## config.mk

```make
export PLATFORM = sky130hd
export DESIGN_NAME = flash_app_write_access
export DESIGN_NICKNAME = d
export VERILOG_FILES = /design/src/flash_app_write_pkg.sv /design/src/flash_timeout_counter.sv /design/src/flash_app_write_access.sv
export VERILOG_INCLUDE_DIRS = /design/src
export SDC_FILE = /design/constraint.sdc
export NUM_CORES = 1
export LEC_CHECK = 0
export BUFFER_PORTS_ARGS = -buffer_cell sky130_fd_sc_hd__buf_2
export CAP_MARGIN = 25
export CORE_MARGIN = 3
export CORE_UTILIZATION = 40
export CTS_CLUSTER_DIAMETER = 150
export CTS_CLUSTER_SIZE = 20
export DETAILED_ROUTE_END_ITERATION = 8
export GPL_ROUTABILITY_DRIVEN = 1
export SYNTH_ARGS = -nofsm -noshare
export SYNTH_HDL_FRONTEND = slang
export SYNTH_HIERARCHICAL = 1
export SYNTH_SLANG_ARGS = --single-unit
```

## constraint.sdc

```tcl
create_clock -name clock_i -period 3.2 [get_ports clock_i]
set_input_delay 0.32 -clock clock_i [delete_from_list [all_inputs] [get_ports clock_i]]
set_output_delay 0.32 -clock clock_i [all_outputs]
set_load 0.05 [all_outputs]
```

## src/flash_app_write_defines.svh

```systemverilog
// Notes on behaviour
// - store to flash address starts byte write
// - write acts only with flash write enable
// - cpu held waiting while byte programs
// - peripherals keep running during the stall
// - interrupts stay pending until write ends
// - flash reads return data without waiting
// - unlock code 47h/E2h sets, other clears
// - unlock bit 7 reads flash enable
// - timeout flag set on expiry, cleared
// - two-bit timeout select, expiry releases cpu
// - 65h sets wide-area flag, other clears
// - command bit 0 reads wide-area flag
// - lock bit restricts low area access
// - big program area writable only wide-area
// - free sector needs only write enable
// - top configuration byte never accessible
`ifndef FLASH_APP_WRITE_DEFINES_SVH
`define FLASH_APP_WRITE_DEFINES_SVH
// ==========================================================
// register offsets
`define SFR_SOFT_CMD_ADDR 8'h97
`define SFR_UNLOCK_ADDR   8'hC9
`define SFR_AUX_CTL2_ADDR 8'hF7
// ==========================================================
// command codes
`define CODE_FLASH_WE     8'h47
`define CODE_EEPROM_WE    8'hE2
`define CODE_WIDE_AREA    8'h65
// ==========================================================
// field positions
`define BIT_FLASH_WE      7
`define BIT_TIMEOUT       6
`define BIT_EEPROM_WE     5
`define BIT_WIDE_AREA     0
`define BIT_LOW_LOCK      1
`define AUX_CTL2_RESET    8'h06
// ==========================================================
// address map
`define ADDR_TOP_WRITE    16'h3FFE
`define ADDR_CFG_HIGH     16'h3FFF
`define ADDR_LOCK_END     16'h01FF
`define ADDR_ALL_LO       16'h0200
`define ADDR_ALL_HI       16'h3EFF
`define ADDR_FREE_HI      16'h3FEF
`define ADDR_CFG_OPEN_HI  16'h3FF7
// ==========================================================
// timing, 40 MHz clock
`define CLK_HZ            40000000
`define PROG_TIME_US      1000
`define TO1_TIME_US       1500
`define TO2_TIME_US       5800
`define TO3_TIME_US       11700
`define US_CYC(t)         ((t) * (`CLK_HZ / 1000000))
`endif

```

## src/flash_app_write_pkg.sv

```systemverilog
package flash_app_write_pkg;
	// sfr bus request from the cpu core
	typedef struct packed {
		logic       wr;
		logic       rd;
		logic [7:0] addr;
		logic [7:0] wdata;
	} sfr_req_t;
	// external-data store request
	typedef struct packed {
		logic        wr;
		logic [15:0] addr;
		logic [7:0]  data;
	} store_req_t;
	// sequencer states
	typedef enum logic [1:0] {
		ST_IDLE,
		ST_PROG
	} prog_state_t;
endpackage

```

## src/flash_timeout_counter.sv

```systemverilog
`timescale 1ns/1ps
`include "flash_app_write_defines.svh"
module flash_timeout_counter #(
	parameter int WIDTH = 20
) (
	// clock and reset
	input  wire logic             clock_i,
	input  wire logic             rst_n_i,
	// control
	input  wire logic             run_i,     // count while high
	input  wire logic [WIDTH-1:0] limit_i,   // terminal count
	// status
	output logic                  hit_o      // one-cycle pulse at limit
);
	// ==========================================================
	// counter
	logic [WIDTH-1:0] count; // cycles elapsed in this run
	// restarts from zero whenever run drops
	always_ff @(posedge clock_i or negedge rst_n_i) begin
		if (!rst_n_i) begin
			count <= '0;
			hit_o <= 1'b0;
		end else if (!run_i) begin
			count <= '0;
			hit_o <= 1'b0;
		end else begin
			count <= count + 1'b1;
			hit_o <= (count == limit_i - 1'b1);
		end
	end
endmodule

```

## src/flash_app_write_access.sv

```systemverilog
`timescale 1ns/1ps
`include "flash_app_write_defines.svh"
module flash_app_write_access
	import flash_app_write_pkg::*;
#(
	parameter int PROG_CYC = `US_CYC(`PROG_TIME_US),
	parameter int TO1_CYC  = `US_CYC(`TO1_TIME_US),
	parameter int TO2_CYC  = `US_CYC(`TO2_TIME_US),
	parameter int TO3_CYC  = `US_CYC(`TO3_TIME_US),
	parameter int CW       = 20
) (
	// clock and reset
	input  wire logic        clock_i,
	input  wire logic        rst_n_i,
	// sfr bus
	input  wire sfr_req_t    sfr_i,
	output logic [7:0]       sfr_rdata_o,
	// external-data store / load
	input  wire store_req_t  store_i,
	input  wire logic [15:0] rd_addr_i,
	input  wire logic        rd_code_i,
	output logic [7:0]       rd_data_o,
	output logic             rd_ok_o,
	// flash array port
	input  wire logic [7:0]  arr_rdata_i,
	input  wire logic        arr_done_i,
	output logic             arr_prog_o,
	output logic [15:0]      arr_addr_o,
	output logic [7:0]       arr_wdata_o,
	// configuration and cpu control
	input  wire logic [7:0]  cfg_high_i,
	output logic             cpu_wait_o,
	output logic             eeprom_we_o
);
	// ==========================================================
	// reset synchroniser
	logic rst_meta;
	logic rst_sync_n;
	always_ff @(posedge clock_i or negedge rst_n_i) begin
		if (!rst_n_i) begin
			rst_meta   <= 1'b0;
			rst_sync_n <= 1'b0;
		end else begin
			rst_meta   <= 1'b1;
			rst_sync_n <= rst_meta;
		end
	end

	// ==========================================================
	// access decode, shared by read and write paths
	function automatic logic area_ok(input logic [15:0] a, input logic wide,
		input logic lock, input logic is_code);
		if (a > `ADDR_TOP_WRITE)
			return 1'b0;
		if (a <= `ADDR_LOCK_END)
			return !lock && (is_code || wide);
		if (a <= `ADDR_ALL_HI)
			return is_code || wide;
		if (a <= `ADDR_FREE_HI)
			return 1'b1;
		if (a <= `ADDR_CFG_OPEN_HI)
			return 1'b1;
		return is_code || wide;
	endfunction

	// ==========================================================
	// flags
	logic       flash_write_enable_flag;  // unlock bit 7
	logic       eeprom_write_enable_flag; // unlock bit 5
	logic       write_timeout_flag;       // unlock bit 6
	logic       wide_area_access_flag;    // command bit 0
	logic [7:0] aux_control_2;            // timeout select in bits 2..1
	logic       to_hit;                   // watchdog expiry pulse
	prog_state_t state;
	logic       low_area_lock;
	assign low_area_lock = cfg_high_i[`BIT_LOW_LOCK];

	// unlock register; every code write rewrites both enables at once
	always_ff @(posedge clock_i or negedge rst_sync_n) begin
		if (!rst_sync_n) begin
			flash_write_enable_flag  <= 1'b0;
			eeprom_write_enable_flag <= 1'b0;
		end else if (sfr_i.wr && sfr_i.addr == `SFR_UNLOCK_ADDR) begin
			flash_write_enable_flag  <= (sfr_i.wdata == `CODE_FLASH_WE);
			eeprom_write_enable_flag <= (sfr_i.wdata == `CODE_EEPROM_WE);
		end
	end

	// timeout flag: expiry set beats the clear from enables dropping
	always_ff @(posedge clock_i or negedge rst_sync_n) begin
		if (!rst_sync_n)
			write_timeout_flag <= 1'b0;
		else if (to_hit)
			write_timeout_flag <= 1'b1;
		else if (!flash_write_enable_flag && !eeprom_write_enable_flag)
			write_timeout_flag <= 1'b0;
	end

	// software command register
	always_ff @(posedge clock_i or negedge rst_sync_n) begin
		if (!rst_sync_n)
			wide_area_access_flag <= 1'b0;
		else if (sfr_i.wr && sfr_i.addr == `SFR_SOFT_CMD_ADDR)
			wide_area_access_flag <= (sfr_i.wdata == `CODE_WIDE_AREA);
	end

	// aux control 2, plain storage
	always_ff @(posedge clock_i or negedge rst_sync_n) begin
		if (!rst_sync_n)
			aux_control_2 <= `AUX_CTL2_RESET;
		else if (sfr_i.wr && sfr_i.addr == `SFR_AUX_CTL2_ADDR)
			aux_control_2 <= sfr_i.wdata;
	end

	// sfr readback, registered
	always_ff @(posedge clock_i or negedge rst_sync_n) begin
		if (!rst_sync_n)
			sfr_rdata_o <= 8'h00;
		else if (sfr_i.rd) begin
			unique case (sfr_i.addr)
				`SFR_UNLOCK_ADDR: sfr_rdata_o <= {flash_write_enable_flag,
					write_timeout_flag, eeprom_write_enable_flag, 5'h00};
				`SFR_SOFT_CMD_ADDR: sfr_rdata_o <= {7'h00, wide_area_access_flag};
				`SFR_AUX_CTL2_ADDR: sfr_rdata_o <= aux_control_2;
				default:         sfr_rdata_o <= 8'h00;
			endcase
		end
	end

	// ==========================================================
	// watchdog limit select
	logic [CW-1:0] to_limit;
	logic [1:0]    write_timeout_select;
	assign write_timeout_select = aux_control_2[2:1];
	always_comb begin
		unique case (write_timeout_select)
			2'b00: to_limit = CW'(PROG_CYC);
			2'b01: to_limit = CW'(TO1_CYC);
			2'b10: to_limit = CW'(TO2_CYC);
			2'b11: to_limit = CW'(TO3_CYC);
		endcase
	end

	flash_timeout_counter #(
		.WIDTH (CW)
	) u_watchdog (
		.clock_i (clock_i),
		.rst_n_i (rst_sync_n),
		.run_i   (state == ST_PROG && write_timeout_select != 2'b00),
		.limit_i (to_limit),
		.hit_o   (to_hit)
	);

	// ==========================================================
	// write sequencer; only cpu is stalled, other logic keeps its clock
	logic accept;
	assign accept = store_i.wr && flash_write_enable_flag
		&& area_ok(store_i.addr, wide_area_access_flag, low_area_lock, 1'b0);
	always_ff @(posedge clock_i or negedge rst_sync_n) begin
		if (!rst_sync_n) begin
			state       <= ST_IDLE;
			cpu_wait_o  <= 1'b0;
			arr_prog_o  <= 1'b0;
			arr_addr_o  <= 16'h0000;
			arr_wdata_o <= 8'h00;
		end else begin
			unique case (state)
				ST_IDLE: if (accept && state == ST_IDLE) begin
					state       <= ST_PROG;
					cpu_wait_o  <= 1'b1;
					arr_prog_o  <= 1'b1;
					arr_addr_o  <= store_i.addr;
					arr_wdata_o <= store_i.data;
				end // rejected store leaves all unchanged
				ST_PROG: if (arr_done_i || to_hit) begin
					state      <= ST_IDLE;
					cpu_wait_o <= 1'b0;
					arr_prog_o <= 1'b0;
				end
				default: state <= ST_IDLE;
			endcase
		end
	end

	// ==========================================================
	// read path, one registered cycle, no wait
	always_ff @(posedge clock_i or negedge rst_sync_n) begin
		if (!rst_sync_n) begin
			rd_data_o <= 8'h00;
			rd_ok_o   <= 1'b0;
		end else begin
			rd_ok_o   <= area_ok(rd_addr_i, wide_area_access_flag, low_area_lock, rd_code_i);
			rd_data_o <= area_ok(rd_addr_i, wide_area_access_flag, low_area_lock,
				rd_code_i) ? arr_rdata_i : 8'h00;
		end
	end

	always_ff @(posedge clock_i or negedge rst_sync_n) begin
		if (!rst_sync_n)
			eeprom_we_o <= 1'b0;
		else
			eeprom_we_o <= eeprom_write_enable_flag;
	end

	// ==========================================================
	// checks
	chk_reject_no_stall: assert property (@(posedge clock_i) disable iff (!rst_sync_n)
		(state == ST_IDLE && store_i.wr && !flash_write_enable_flag) |=> !cpu_wait_o)
		else $error("rejected store stalled cpu");
	chk_accept_stall: assert property (@(posedge clock_i) disable iff (!rst_sync_n)
		(state == ST_IDLE && accept) |=> cpu_wait_o && arr_prog_o)
		else $error("accepted store not stalled");
	chk_unlock_code: assert property (@(posedge clock_i) disable iff (!rst_sync_n)
		(sfr_i.wr && sfr_i.addr == `SFR_UNLOCK_ADDR && sfr_i.wdata != `CODE_FLASH_WE)
		|=> !flash_write_enable_flag)
		else $error("unlock flag not cleared");
	chk_timeout_sets: assert property (@(posedge clock_i) disable iff (!rst_sync_n)
		to_hit |=> write_timeout_flag && !cpu_wait_o)
		else $error("timeout did not release");
	chk_timeout_clear: assert property (@(posedge clock_i) disable iff (!rst_sync_n)
		(!flash_write_enable_flag && !eeprom_write_enable_flag && !to_hit)
		|=> !write_timeout_flag)
		else $error("timeout flag stuck");
	chk_wide_code: assert property (@(posedge clock_i) disable iff (!rst_sync_n)
		(sfr_i.wr && sfr_i.addr == `SFR_SOFT_CMD_ADDR) |=>
		wide_area_access_flag == ($past(sfr_i.wdata) == `CODE_WIDE_AREA))
		else $error("wide-area flag wrong");
	chk_cfg_high: assert property (@(posedge clock_i) disable iff (!rst_sync_n)
		(rd_addr_i == `ADDR_CFG_HIGH) |=> !rd_ok_o)
		else $error("config byte readable");
	chk_area_guard: assert property (@(posedge clock_i) disable iff (!rst_sync_n)
		(state == ST_IDLE && store_i.wr && !wide_area_access_flag
		&& store_i.addr >= `ADDR_ALL_LO && store_i.addr <= `ADDR_ALL_HI) |=> !arr_prog_o)
		else $error("protected area written");
	cov_write: cover property (@(posedge clock_i) disable iff (!rst_sync_n)
		cpu_wait_o ##1 !cpu_wait_o);
	cov_timeout: cover property (@(posedge clock_i) disable iff (!rst_sync_n) to_hit);
	cov_free_read: cover property (@(posedge clock_i) disable iff (!rst_sync_n) rd_ok_o);
endmodule

```

==> run metrics <==
DP Area around 5000 um^2; mapped cell area roughly 4300 um^2; CP top delay family simple AND/OR/NAND/NOR gates; routability cong. just under 0.9; Worst Path Required between 3 and 4 ns; CTS tree built; CP Buf/Inv Count 2; relative slew slack between 50% and 60%; Setup TNS Final 0 ns; root buffer cell clkbuf_8; later-pin clock latency in the skew report 0.34 ns; flop2flop setup slack roughly 0.25 ns; Hold Path Class reg2async; worst-path cell chain inv_1 -> ha_1 -> inv_1 -> or4_4 -> o31a_1 -> or4_1 -> nor4_2 -> and3b_1; most used cell, CP inv_1; CP endpoint u_watchdog/hit_o; FILL cells 954; via count 3,490; Peak Freq around 0.34 GHz; Max H-tree Level 3; dpl cells about 700; I/O pin count 123; overall overflow remaining after global route 0; Ys Warns 6; core box area around 10,000 um^2; DR WL/cell around 14 um; startpoint type of the worst setup path register; first-pass GRT wire length between 15,000 and 20,000 um; Bufs on Longest Clock Path 2; Synth async-reset ratio between 90% and 100%; worst reg-to-reg path cell count 8; Synth cell types 56; Antenna Diode Count 0; worst slew pin tran between 0.6 and 0.7 ns; Post-Route WL between 9000 and 10,000 um; Final setup viols 0; TritonCTS Sinks 78; Mapped Avg Cell Area 10.5 um^2; commonest non-fill, non-tap cells in the layout 115 x buf_2, 75 x dfrtp_1, 41 x conb_1; Crit. path cell count 8; initial antenna violation count 0; Tmin final 2.95 ns; initial drt markers roughly 130; final instance area 5350 um^2; sequential share of the synthesized area a little under half; final worst path period share 92.2%; largest area contributor in the netlist dfrtp_1; status completed; number of synthesized flops with an enable pin 0; Synth Instances between 400 and 500; Pleak ~2.7 nW; RSZ-0062 raised after global routing no; synthesized flop and latch total between 70 and 80; Die Span Y around 110 um; top post-synthesis cells by area dfrtp_1 45%, xnor2_1 5.4%, mux2_2 4.5%; Peak VDD IR 0.257 mV; Setup CP Type reg2reg; Setup crit start aux_control_2[1]; clock-pin slew on the worst setup and hold paths 0.08 ns; Synth top area share 44.7%; Pins Over Slew Limit 0; Layout area overhead 25.8%; Power Dens Cells ~370 nW/um^2; DRT Pass-1 Iters 4; largest net degree at the start of global routing between 70 and 80; CTS buffer count 9; Final Skew between 0.009 and 0.01 ns; Main synth FF type dfrtp_1; final hold viol count 0; # rows 37; vias in the first global route around 3.6k; hpwl dp 7630 um; r2r endpoint u_watchdog/hit_o; kind of end point of the critical path register; Starting Density approximately 40%; number of remaining DRC errors 0; NumNets Final approximately 650; r2r startpoint aux_control_2[1]; slowest stage delay, CP 0.59 ns; commonest non-fill, non-tap cell in the layout buf_2; die area approximately 12,000 um^2; max-cap viol count 0; number of port buffers 115; die width between 100 and 150 um; Antenna Violating Nets Remaining 0; critical path arrival around 3.2 ns; Max Fanout on Critical Path 7; drt via density 4.95; ratio of cells with drive above 1 in the final layout roughly 30%; total track usage around 18%; slowest CP cell dfstp_2; final non-filler cell total slightly above 700
through the flow:
step / hold WS [ns] / util, % / power (W) / worst slack [ns]
finish: 0.131 / 51.8 / 0.00199 / 0.250
global route: 0.141 / 51.8 / 0.00209 / 0.0379
CTS: 0.137 / 51.5 / 0.00201 / 0.0388
detailed placement: 0.112 / 49.2 / 0.00118 / 0.0721
global placement: 0.107 / 49.2 / 0.00118 / 0.184
floorplan: 0.0244 / - / 0.00111 / 0.356
worst register-to-register path: stages, from the launching register on:
cell and delay, ns:
dfstp_2 0.59, inv_1 0.08, ha_1 0.41, inv_1 0.12
or4_4 0.47, o31a_1 0.25, or4_1 0.55, nor4_2 0.22
and3b_1 0.19
state kept, by name, summed over array words and instances, names as in the netlist:
| signal | cells |
|---|---|
| aux_control_2 | 8 |
| wide_area_access_flag | 1 |
| flash_write_enable_flag | 1 |
| u_watchdog/hit_o | 1 |
| write_timeout_flag | 1 |
| rst_meta | 1 |
| eeprom_write_enable_flag | 1 |
| rst_sync_n | 1 |
| arr_addr_o | 16 |
| rd_data_o | 8 |
| sfr_rdata_o | 8 |
| u_watchdog/count | 20 |
| arr_wdata_o | 8 |
| rd_ok_o | 1 |
| eeprom_we_o | 1 |
| cpu_wait_o | 1 |
Yosys cell counts (2+ instances only):
cell	number
dfstp_2	2
dfrtp_1	76
nor4_1	8
nor4_2	2
nand2_1	21
o21ai_0	16
nor3b_1	2
mux2_1	2
inv_1	21
and2_1	30
and3_1	7
o2111ai_1	3
xor2_1	17
a211o_1	2
nor2b_1	5
nor3_1	8
or4_1	7
a311oi_1	2
o31ai_1	2
nand4_1	11
mux2_2	17
nor2_1	23
a21oi_1	7
buf_4	2
xnor2_1	26
buf_12	2
clkbuf_1	10
mux2_4	10
ha_1	8
o22ai_1	4
a22oi_1	3
o211ai_1	4
conb_1	2
nand2b_1	4
nand3_1	19
nand4b_1	2
timing repair:
| item | 4_1_cts | 5_1_grt |
|---|---|---|
| resized for setup | 0 | 0 |
| hold buffers | 1 | 0 |
| endpoints found under the hold margin | 2 | 0 |
| setup buffers | 0 | 1 |
| setup endpoints to repair | 0 | 1 |
report_power, final:
group | internal, W | leakage (nW) | total (W) | switching, W
registers | 0.000996 | 1.07 | 0.00100 | 0.00000650
clock network | 0.000483 | 0.110 | 0.000824 | 0.000341
logic | 0.0000685 | 1.52 | 0.000167 | 0.0000985
final cells by class:
class	instances	area, um^2	share of cell area (%)
timing repair buffer	123	658	12.3
sequential	78	1960	36.6
inverter	21	78.8	1.47
clock buffer	13	159	2.97
tap	136	170	3.18
multi-input combinational	331	2260	42.2
clock inverter	3	67.6	1.26
worst min-delay path by stage:
stage,cells after the start,to
final,0,u_watchdog/count[12]
after global routing,0,u_watchdog/count[13]
after CTS,2,cpu_wait_o
after detailed placement,1,rst_meta
after global placement,1,rst_meta
after floorplan,0,rst_meta
cells by family after synthesis:
group,after synthesis,synth area share (%)
xor gates and xnor gates,43,8.85
AOI/OAI and AO/OA,54,8.76
other,2,0.176
and+or+nand+nor,156,21.0
buffers and inverters,37,4.41
muxes,29,8.56
adders and majority gates,8,2.35
DFF,78,45.9
metal layers:
metal / GRT usage [%] / vias to the layer above / routed length (um)
met5: 0 / - / 0
li1: - / 1712 / -
met3: 4.44 / 17 / 681
met1: 23.4 / 1648 / 4440
met4: 7.75 / 0 / 173
met2: 28.1 / 113 / 4540
Power figures use the tool's default switching activity.
